**src/core/hcr_pkg.sv**
```systemverilog
package hcr_pkg;

	// ****************************************************************
	// host port addresses
	// ****************************************************************
	localparam int          ADDR_W        = 3;
	localparam int          DATA_W        = 8;
	localparam logic [2:0]  ADDR_STATUS   = 3'h0;
	localparam logic [2:0]  ADDR_COMMAND  = 3'h0;
	localparam logic [2:0]  ADDR_PARAM    = 3'h1;
	localparam logic [2:0]  ADDR_RESULT   = 3'h1;
	localparam logic [2:0]  ADDR_TX_IRES  = 3'h2;
	localparam logic [2:0]  ADDR_RX_IRES  = 3'h3;
	localparam logic [2:0]  ADDR_RX_DATA  = 3'h4;
	localparam logic [2:0]  ADDR_TX_DATA  = 3'h5;

	// ****************************************************************
	// status field positions and reset values
	// ****************************************************************
	localparam int          ST_BUSY       = 7;
	localparam int          ST_CMD_PEND   = 6;
	localparam int          ST_PARAM_FULL = 5;
	localparam int          ST_IMM_READY  = 4;
	localparam int          ST_RX_SREQ    = 3;
	localparam int          ST_TX_SREQ    = 2;
	localparam int          ST_RX_AVAIL   = 1;
	localparam int          ST_TX_AVAIL   = 0;
	localparam logic [7:0]  BYTE_RESET    = 8'h00;
	localparam logic [7:0]  UNMAPPED_READ = 8'h00;

	// ****************************************************************
	// carriers
	// ****************************************************************
	typedef struct packed {
		logic             sel;
		logic             rd;
		logic             wr;
		logic [2:0]       addr;
		logic [7:0]       wdata;
	} host_bus_type;

	typedef struct packed {
		logic             load;
		logic [7:0]       data;
	} result_load_type;

	typedef enum logic [1:0] {
		DIR_RX,
		DIR_TX
	} direction_type;

endpackage

```
**src/core/host_command_result_handshake.sv**
```systemverilog
// Function
// RQ1: busy flag set on command write, cleared when final parameter accepted.
// RQ2: command-pending flag high while an unconsumed command byte is held.
// RQ3: parameter-full set on parameter write, cleared when device takes it.
// RQ4: immediate-ready set on result load, cleared when host reads result.
// RQ5: receive request bit mirrors pin; set on need, cleared on service.
// RQ6: transmit request bit and pin act like receive, from transmit causes.
// RQ7: receive result flag set on result byte load, cleared on host read.
// RQ8: transmit result flag set on result byte load, cleared on host read.
// RQ9: host must not write command while busy; else pending one is lost.
// RQ10: host waits for parameter-full clear; early write loses old one.
// RQ11: one command register, so only one command phase at a time.
// RQ12: receive and transmit run independently, own pins and result regs.
// RQ13: request with result flag 0 means data transfer, 1 means completion.
// RQ14: host reads matching result register when result flag found set.
// RQ15: in DMA mode no data-transfer service requests are raised.
// RQ16: immediate results appear at once, only in immediate result register.
// RQ17: host polls until immediate-ready is 1, then reads result register.
// RQ18: result phase entered on successful completion or on detected error.
// RQ19: host writes command byte, then parameter bytes to parameter register.
// RQ20: sender should use inverted-transition coding for clock recovery lock.
// RQ21: after idle, sync characters should give at least 12 transitions.
// RQ22: each non-immediate result is a code byte plus optional extra bytes.
// RQ23: request stays asserted until every result byte has been consumed.
// RQ24: status register is eight bits, busy flag in most significant bit.
// RQ25: reset clears all handshake and result flags and both request pins.
module host_command_result_handshake (
	input  wire logic                    mclk_i,
	input  wire logic                    reset_n_i,
	input  wire hcr_pkg::host_bus_type   host_i,
	output logic [7:0]                   rdata_o,
	output logic                         rdata_valid_o,
	input  wire logic                    dma_mode_i,
	input  wire logic                    core_cmd_take_i,
	input  wire logic                    core_param_take_i,
	input  wire logic                    core_phase_done_i,
	input  wire hcr_pkg::result_load_type core_imm_result_i,
	input  wire hcr_pkg::result_load_type core_rx_result_i,
	input  wire hcr_pkg::result_load_type core_tx_result_i,
	input  wire logic                    core_rx_more_i,
	input  wire logic                    core_tx_more_i,
	input  wire logic                    core_rx_dreq_i,
	input  wire logic                    core_tx_dreq_i,
	input  wire logic [7:0]              core_rx_data_i,
	output logic [7:0]                   command_byte_o,
	output logic                         command_byte_pending_o,
	output logic [7:0]                   parameter_byte_o,
	output logic                         parameter_buffer_full_o,
	output logic                         command_phase_busy_o,
	output logic                         receive_service_request_o,
	output logic                         transmit_service_request_o,
	output logic                         receive_result_available_o,
	output logic                         transmit_result_available_o,
	output logic                         rx_data_taken_o,
	output logic [7:0]                   tx_data_o,
	output logic                         tx_data_strobe_o
);

	// ****************************************************************
	// host strobe decode
	// ****************************************************************
	function automatic logic hit(input hcr_pkg::host_bus_type b,
		input logic rd, input logic [2:0] a);
		hit = b.sel && (rd ? b.rd : b.wr) && (b.addr == a);
	endfunction

	logic wr_command;
	logic wr_param;
	logic wr_tx_data;
	logic rd_result;
	logic rd_tx_ires;
	logic rd_rx_ires;
	logic rd_rx_data;
	logic rd_any;

	assign wr_command = hit(host_i, 1'b0, hcr_pkg::ADDR_COMMAND);
	assign wr_param   = hit(host_i, 1'b0, hcr_pkg::ADDR_PARAM);
	assign wr_tx_data = hit(host_i, 1'b0, hcr_pkg::ADDR_TX_DATA);
	assign rd_result  = hit(host_i, 1'b1, hcr_pkg::ADDR_RESULT);
	assign rd_tx_ires = hit(host_i, 1'b1, hcr_pkg::ADDR_TX_IRES);
	assign rd_rx_ires = hit(host_i, 1'b1, hcr_pkg::ADDR_RX_IRES);
	assign rd_rx_data = hit(host_i, 1'b1, hcr_pkg::ADDR_RX_DATA);
	assign rd_any     = host_i.sel && host_i.rd;

	// ****************************************************************
	// command register and command phase
	// ****************************************************************
	always_ff @(posedge mclk_i or negedge reset_n_i) begin
		if (!reset_n_i) begin
			command_byte_o <= hcr_pkg::BYTE_RESET;
		end else if (wr_command) begin
			// a write while busy simply overwrites [RQ9] [RQ11] [RQ19]
			command_byte_o <= host_i.wdata;
		end
	end

	always_ff @(posedge mclk_i or negedge reset_n_i) begin
		if (!reset_n_i) begin
			command_byte_pending_o <= 1'b0; // [RQ25]
		end else if (wr_command) begin
			command_byte_pending_o <= 1'b1; // [RQ2]
		end else if (core_cmd_take_i) begin
			command_byte_pending_o <= 1'b0; // [RQ2]
		end
	end

	always_ff @(posedge mclk_i or negedge reset_n_i) begin
		if (!reset_n_i) begin
			command_phase_busy_o <= 1'b0; // [RQ25]
		end else if (wr_command) begin
			command_phase_busy_o <= 1'b1; // [RQ1]
		end else if (core_phase_done_i) begin
			command_phase_busy_o <= 1'b0; // [RQ1]
		end
	end

	// ****************************************************************
	// parameter register
	// ****************************************************************
	always_ff @(posedge mclk_i or negedge reset_n_i) begin
		if (!reset_n_i) begin
			parameter_byte_o <= hcr_pkg::BYTE_RESET;
		end else if (wr_param) begin
			// early write replaces the held parameter [RQ10]
			parameter_byte_o <= host_i.wdata;
		end
	end

	always_ff @(posedge mclk_i or negedge reset_n_i) begin
		if (!reset_n_i) begin
			parameter_buffer_full_o <= 1'b0; // [RQ25]
		end else if (wr_param) begin
			parameter_buffer_full_o <= 1'b1; // [RQ3]
		end else if (core_param_take_i) begin
			parameter_buffer_full_o <= 1'b0; // [RQ3]
		end
	end

	// ****************************************************************
	// immediate result register
	// ****************************************************************
	logic [7:0] imm_result;
	logic       imm_ready;

	always_ff @(posedge mclk_i or negedge reset_n_i) begin
		if (!reset_n_i) begin
			imm_result <= hcr_pkg::BYTE_RESET;
		end else if (core_imm_result_i.load) begin
			// only immediate results land here [RQ16]
			imm_result <= core_imm_result_i.data;
		end
	end

	always_ff @(posedge mclk_i or negedge reset_n_i) begin
		if (!reset_n_i) begin
			imm_ready <= 1'b0; // [RQ25]
		end else if (core_imm_result_i.load) begin
			imm_ready <= 1'b1; // [RQ4] [RQ17]
		end else if (rd_result) begin
			imm_ready <= 1'b0; // [RQ4]
		end
	end

	// ****************************************************************
	// interrupt result registers, one per direction
	// ****************************************************************
	logic [7:0] rx_ires;
	logic [7:0] tx_ires;

	always_ff @(posedge mclk_i or negedge reset_n_i) begin
		if (!reset_n_i) begin
			rx_ires <= hcr_pkg::BYTE_RESET;
		end else if (core_rx_result_i.load) begin
			// code byte then extra bytes, one load each [RQ18] [RQ22]
			rx_ires <= core_rx_result_i.data;
		end
	end

	always_ff @(posedge mclk_i or negedge reset_n_i) begin
		if (!reset_n_i) begin
			tx_ires <= hcr_pkg::BYTE_RESET;
		end else if (core_tx_result_i.load) begin
			tx_ires <= core_tx_result_i.data; // [RQ12] [RQ18] [RQ22]
		end
	end

	always_ff @(posedge mclk_i or negedge reset_n_i) begin
		if (!reset_n_i) begin
			receive_result_available_o <= 1'b0; // [RQ25]
		end else if (core_rx_result_i.load) begin
			receive_result_available_o <= 1'b1; // [RQ7]
		end else if (rd_rx_ires) begin
			receive_result_available_o <= 1'b0; // [RQ7] [RQ14]
		end
	end

	always_ff @(posedge mclk_i or negedge reset_n_i) begin
		if (!reset_n_i) begin
			transmit_result_available_o <= 1'b0; // [RQ25]
		end else if (core_tx_result_i.load) begin
			transmit_result_available_o <= 1'b1; // [RQ8]
		end else if (rd_tx_ires) begin
			transmit_result_available_o <= 1'b0; // [RQ8] [RQ14]
		end
	end

	// ****************************************************************
	// data transfer requests and service request pins
	// ****************************************************************
	logic rx_dreq;
	logic tx_dreq;

	always_ff @(posedge mclk_i or negedge reset_n_i) begin
		if (!reset_n_i) begin
			rx_dreq <= 1'b0;
		end else if (core_rx_dreq_i && !dma_mode_i) begin
			rx_dreq <= 1'b1; // [RQ15]
		end else if (rd_rx_data || dma_mode_i) begin
			rx_dreq <= 1'b0; // [RQ5]
		end
	end

	always_ff @(posedge mclk_i or negedge reset_n_i) begin
		if (!reset_n_i) begin
			tx_dreq <= 1'b0;
		end else if (core_tx_dreq_i && !dma_mode_i) begin
			tx_dreq <= 1'b1; // [RQ15]
		end else if (wr_tx_data || dma_mode_i) begin
			tx_dreq <= 1'b0; // [RQ6]
		end
	end

	// request pin follows its causes one clock later; the flag shows why
	logic next_rx_sreq;
	logic next_tx_sreq;

	always_comb begin
		// [RQ5] [RQ13] [RQ23]
		next_rx_sreq = rx_dreq || receive_result_available_o
			|| core_rx_more_i;
		// [RQ6] [RQ13] [RQ23]
		next_tx_sreq = tx_dreq || transmit_result_available_o
			|| core_tx_more_i;
	end

	always_ff @(posedge mclk_i or negedge reset_n_i) begin
		if (!reset_n_i) begin
			receive_service_request_o  <= 1'b0; // [RQ25]
			transmit_service_request_o <= 1'b0; // [RQ25]
		end else begin
			receive_service_request_o  <= next_rx_sreq; // [RQ12]
			transmit_service_request_o <= next_tx_sreq; // [RQ12]
		end
	end

	// ****************************************************************
	// host data transfer strobes
	// ****************************************************************
	always_ff @(posedge mclk_i or negedge reset_n_i) begin
		if (!reset_n_i) begin
			tx_data_o        <= hcr_pkg::BYTE_RESET;
			tx_data_strobe_o <= 1'b0;
			rx_data_taken_o  <= 1'b0;
		end else begin
			tx_data_strobe_o <= wr_tx_data;
			rx_data_taken_o  <= rd_rx_data;
			if (wr_tx_data) begin
				tx_data_o <= host_i.wdata;
			end
		end
	end

	// ****************************************************************
	// status register and read data
	// ****************************************************************
	logic [7:0] status;

	always_comb begin
		status = hcr_pkg::BYTE_RESET;
		status[hcr_pkg::ST_BUSY]       = command_phase_busy_o; // [RQ24]
		status[hcr_pkg::ST_CMD_PEND]   = command_byte_pending_o;
		status[hcr_pkg::ST_PARAM_FULL] = parameter_buffer_full_o;
		status[hcr_pkg::ST_IMM_READY]  = imm_ready;
		status[hcr_pkg::ST_RX_SREQ]    = receive_service_request_o; // [RQ5]
		status[hcr_pkg::ST_TX_SREQ]    = transmit_service_request_o; // [RQ6]
		status[hcr_pkg::ST_RX_AVAIL]   = receive_result_available_o;
		status[hcr_pkg::ST_TX_AVAIL]   = transmit_result_available_o;
	end

	always_ff @(posedge mclk_i or negedge reset_n_i) begin
		if (!reset_n_i) begin
			rdata_o       <= hcr_pkg::BYTE_RESET;
			rdata_valid_o <= 1'b0;
		end else begin
			rdata_valid_o <= rd_any;
			if (rd_any) begin
				unique case (host_i.addr)
					hcr_pkg::ADDR_STATUS:  rdata_o <= status;
					hcr_pkg::ADDR_RESULT:  rdata_o <= imm_result;
					hcr_pkg::ADDR_TX_IRES: rdata_o <= tx_ires;
					hcr_pkg::ADDR_RX_IRES: rdata_o <= rx_ires;
					hcr_pkg::ADDR_RX_DATA: rdata_o <= core_rx_data_i;
					default:               rdata_o <= hcr_pkg::UNMAPPED_READ;
				endcase
			end
		end
	end

endmodule

```
**config.mk**
```make
export PLATFORM = sky130hd
export DESIGN_NAME = host_command_result_handshake
export DESIGN_NICKNAME = d
export VERILOG_FILES = /design/src/core/hcr_pkg.sv /design/src/core/host_command_result_handshake.sv
export SDC_FILE = /design/constraint.sdc
export NUM_CORES = 1
export LEC_CHECK = 0
export ABC_AREA = 1
export CAP_MARGIN = 5
export CORE_MARGIN = 5
export CORE_UTILIZATION = 61
export CTS_CLUSTER_DIAMETER = 200
export CTS_CLUSTER_SIZE = 25
export DETAILED_ROUTE_END_ITERATION = 10
export DONT_BUFFER_PORTS = 1
export GPL_ROUTABILITY_DRIVEN = 0
export PLACE_DENSITY = 0.77
export RECOVER_POWER = 25
export SETUP_SLACK_MARGIN = 0.1
export SYNTH_ARGS = -nofsm -noshare
export SYNTH_HDL_FRONTEND = slang
export SYNTH_SLANG_ARGS = --single-unit
```
**constraint.sdc**
```tcl
create_clock -name mclk_i -period 1.6 [get_ports mclk_i]
set_input_delay 0.32 -clock mclk_i [delete_from_list [all_inputs] [get_ports mclk_i]]
set_output_delay 0.32 -clock mclk_i [all_outputs]
set_load 0.01 [all_outputs]
```
======== Yosys cells after proc, flatten, opt, wreduce, memory -nomap -nowiden ========
Cells that the tools add are included.
word-level totals
  bits of input ports ..................... 59
  bits in read-only memories .............. 0
  bits in latches ......................... 0
  memories ................................ 0
  logic and storage cells ................. 69
  bits in registers ....................... 69
  output and inout bits ................... 42
  RAM bits ................................ 0
operators by class
  multiply operators ...................... 0
  bitwise gates (word level) .............. 0
  multiplexer cells ....................... 17
  add/subtract/negate cells ............... 0
  magnitude comparators ................... 0
  shift operators ......................... 0
  equal/unequal tests ..................... 5
  div/mod/pow operators ................... 0
  reduce and logical (&&, ||, !) cells .... 27
operators with widths
  operator                                              number
  one-hot mux 8 bit (5 select lines)                    1
  2-to-1 mux 1 bit                                      16
  nonzero test 2 bit                                    8
  logical AND 1 bit                                     11
  equality test 3 x 2 -> 1 bit (second input constant)  2
  equality test 3 bit (second input constant)           2
  logical OR 1 bit                                      6
  equality test 3 x 1 -> 1 bit (second input constant)  1
  zero test 3 bit                                       1
  zero test 1 bit                                       1

======== Longest topological paths before layout ========
  word-level depth ........................ 5
  gate-level depth with buffers ........... 9
  depth with buffers taken out ............ 7

======== Worst setup path before layout ========
Ideal clock, no wire load.
  path kind ............................... input to register
  start ................................... input port host_i[8] (netlist bit)
  end ..................................... register rdata_o[4]
  buffers on the path ..................... 2
  arrival time ............................ 1.097 ns
  path slack .............................. 0.437 ns
  library setup time ...................... 0.066 ns
  stages on the path ...................... 9
  required time ........................... 1.534 ns
  cells stage by stage .................... buf_6 -> nor2_4 -> buf_6 -> nand3_1 -> o21ai_1 -> inv_1 -> nand2_1 -> nand2_1 -> nand2_1
on the way
  word-level cells in the longest chain between the ends .. 2
  elaborated cells between the ends (all ways) .. 6
  those cells by class .................... eq/ne: 4; mux: 1; reduce/logical: 1
RTL lines
  element                                      RTL line                              source
  from (decl)                                  host_command_result_handshake.sv:30   input wire hcr_pkg::host_bus_type host_i,
  equality test 3 bit (tied with other cells)  host_command_result_handshake.sv:297  unique case (host_i.addr)
  one-hot mux 8 bit (5 select lines) *         host_command_result_handshake.sv:297
  to (signal assigned)                         host_command_result_handshake.sv:298  hcr_pkg::ADDR_STATUS: rdata_o <= status;
  to (signal assigned)                         host_command_result_handshake.sv:299  hcr_pkg::ADDR_RESULT: rdata_o <= imm_result;
  to (signal assigned)                         host_command_result_handshake.sv:300  hcr_pkg::ADDR_TX_IRES: rdata_o <= tx_ires;
  to (decl)                                    host_command_result_handshake.sv:31   output logic [7:0] rdata_o,
Every way passes the cells marked *; elsewhere a longest branch is shown, timed or not.
A chain may end at the register's enable or synchronous reset.

======== Worst setup path after layout ========
  start ................................... register transmit_result_available_o
  end ..................................... output port transmit_result_available_o
RTL lines
  element                 RTL line                              source
  from (decl)             host_command_result_handshake.sv:53   output logic transmit_result_available_o,
  from (signal assigned)  host_command_result_handshake.sv:199  transmit_result_available_o <= 1'b0;
  from (signal assigned)  host_command_result_handshake.sv:201  transmit_result_available_o <= 1'b1;
  from (signal assigned)  host_command_result_handshake.sv:203  transmit_result_available_o <= 1'b0;
No word-level cell between the ends.

==> impl_metrics.py <==
metrics = {
    "clock_network": {
        "clk_pin_slew_ns": 0.07,
        "numClockSinks": 69,
        "clock_path_buffers": 2,
        "cts_root_buffer": "clkbuf_8",
        "clock_latency_ns": 0.33,
        "cts_tree": "built",
        "htreeDepth": 3,
        "cts_made_buffers": 9,
    },
    "setup_path": {
        "criticalPathCategory": "flip-flop to primary output",
        "worstSetupEndpointType": "primary output",
        "cp.arrival_ns": 0.79,
        "crit_fanout": 4,
        "crit_required_ns": 1.28,
        "setup.worst_path.start_class": "flip-flop",
        "r2r_setup_slack_ns": 0.58,
    },
    "placed_design": {
        "placed_cell_area_sq_um": 2990,
        "hpwl_mm": 4.95,
        "io_buffer_count": 0,
    },
    "status": {
        "violations": "negative hold slack",
        "status": "finished with violations",
    },
    "drt": {
        "vias_per_cell": 5.33,
        "route.vias.total": 2230,
        "drt_iter0_drc": 170,
        "ant_nets": 0,
        "wl_per_cell_um": 16.2,
        "drcViolationCount": 0,
        "finalWirelength_mm": 6.76,
        "drt-pass1-iter-count": 5,
    },
    "sta": {
        "rsz0062_at_grt": "false",
        "fmax_ghz": 0.900,
        "finalMaxSlewViolations": 0,
        "clock_skew_ns": 0.00928,
        "finalCritPeriodShare": 0.694,
        "setup_violations": 0,
        "hold_violations": 69,
        "slew_headroom": 0.682,
        "hold_ws_ns": -0.327,
        "min_period_ns": 1.11,
        "worstMarginPinSlew_ns": 0.476,
        "tns_ns": 0,
    },
    "final_layout": {
        "nets": 406,
        "regArea_sq_um": 1730,
        "postLayoutCellArea_sq_um": 3200,
        "area_growth_pct": 8.07,
        "drive_gt1_frac": 0.0712,
        "multiInputGateArea_sq_um": 1000,
        "fin_util": 0.678,
        "n_antenna_cell": 0,
        "fill_cells": 382,
    },
    "yosys": {
        "synthTopCellsByArea": "dfrtp_1 (58%), nand2_1 (13%), o21ai_0 (5.4%)",
        "yosysMostFrequentCell": "nand2_1",
        "synth_nets": 405,
        "synthArstFlopShare": 1.00,
        "ys_ff_latch": 69,
        "syn_area_sq_um": 2960,
        "synth_seq_area_share": 0.583,
        "yosys_warnings": 0,
        "synth-main-ff-cell": "dfrtp_1",
        "synth_edf_count": 0,
        "netlist_instances": 346,
        "synth.top_cell.area_share": 0.583,
        "synth_top_cells_by_count": "nand2_1 (106), dfrtp_1 (69), inv_1 (37)",
        "netlist-cell-type-count": 21,
        "yosys.area.top_type": "dfrtp_1",
        "syn_area_per_cell_sq_um": 8.56,
    },
    "pwr": {
        "p_int_mw": 3.01,
        "power_frac_comb": 0.082,
        "p_leak_nw": 1.61,
        "power_frac_seq": 0.543,
        "p_sw_frac": 0.258,
        "p_switching_mw": 1.05,
        "powerDensity_nw_per_um2": 1270,
        "pwr-share-clk": 0.375,
        "vdd_ir_drop_max_mv": 0.666,
    },
    "floorplanning": {
        "rows": 25,
        "die_h_um": 79.7,
        "fp.dieW_um": 79.7,
        "start_util": 0.627,
        "core_area_sq_um": 4720,
        "die-area_sq_um": 6350,
        "num_io_pins": 101,
    },
    "grt": {
        "antenna_found_initial": 0,
        "grt_pass1_wl_mm": 11.2,
        "grt_usage": 0.235,
        "grt_start_max_net_pins": 70,
        "grt_pass1_vias": 2226,
        "grt_overflow_total": 0,
    },
    "min_path": {
        "hold_path_class": "input pin to asynchronous set/reset pin",
    },
    "flow_run": {
        "cap_violations": 0,
    },
}
## flip-flops by register name (all words and copies together) (netlist names), 8 cells and up
name	flops
command_byte_o	8
rx_ires	8
parameter_byte_o	8
imm_result	8
rdata_o	8
tx_data_o	8
tx_ires	8
## cell families after synthesis
group / synth area share
DFF: 0.583
buffers and inverters: 0.0782
AOI/OAI and AO/OA: 0.0896
and+or+nand+nor: 0.249
## power groups by stage
stage	logic, mW	registers, mW	clock network (mW)
floorplan	0.293	2.18	0
global placement	0.315	2.23	0
detailed placement	0.334	2.23	0
CTS	0.334	2.20	1.56
global route	0.404	2.23	1.63
finish	0.334	2.20	1.52
## per-stage QoR
stage	cells	worst slack, ns	power (mW)
global placement	403	0.319	2.54
global route	418	0.444	4.27
detailed placement	403	0.252	2.57
CTS	418	0.477	4.10
finish	418	0.489	4.06
floorplan	346	0.437	2.47
## path summary, 6_finish.rpt
check                                                   end  cells after the start                        start
worst min-delay path                             rx_ires[4]                      0                    reset_n_i
worst max register to register                   rdata_o[0]                      4  transmit_result_available_o
min in group mclk_i                                 tx_dreq                      1                   dma_mode_i
worst max-delay path            transmit_result_available_o                      0  transmit_result_available_o
worst min register to register   transmit_service_request_o                      2                      tx_dreq
max in group asynchronous                        rdata_o[3]                      0                    reset_n_i
## layer usage
layer,vias up,share of wire,global-route usage
met4,0,0.015,0.0979
met3,10,0.10,0.0847
met2,101,0.44,0.335
met5,-,0,0
met1,1024,0.44,0.324
li1,1095,-,-
## worst register-to-register path: cells and delay by family, from the launching register on
kind               cells  cell delay [ns]
AOI/OAI and AO/OA      1             0.19
DFF                    1             0.46
and+or+nand+nor        3             0.26
## cells in the final DEF, fill, tap and decap left out
| cell type | count |
|---|---|
| a21oi_1 | 9 |
| nor3_4 | 1 |
| o21ai_1 | 12 |
| clkinvlp_4 | 1 |
| clkbuf_8 | 10 |
| nor2_1 | 28 |
| nand2_2 | 2 |
| inv_1 | 37 |
| dfrtp_1 | 69 |
| buf_4 | 3 |
| nor2_4 | 1 |
| clkinv_1 | 1 |
| nand3_4 | 1 |
| bufinv_16 | 2 |
| inv_2 | 2 |
| clkinv_2 | 1 |
| nand3_2 | 1 |
| nand4_1 | 10 |
| nand3_1 | 21 |
| nand2_1 | 106 |
| clkbuf_1 | 1 |
| o21ai_0 | 32 |
## repair_timing
action | CTS | global route
gates resized for setup | 0 | 0
hold endpoints to repair | 69 | 69
endpoints found under the setup margin | 0 | 0
buffers inserted | 0 | 0
## cell type report
cell class / count / share of cell area
multi-input combinational: 224 / 0.314
clock buffer: 11 / 0.0442
timing repair buffer: 3 / 0.00704
sequential: 69 / 0.539
tap: 67 / 0.0262
inverter: 40 / 0.0469
clock inverter: 4 / 0.0227
(Power assumes the default switching activity.)
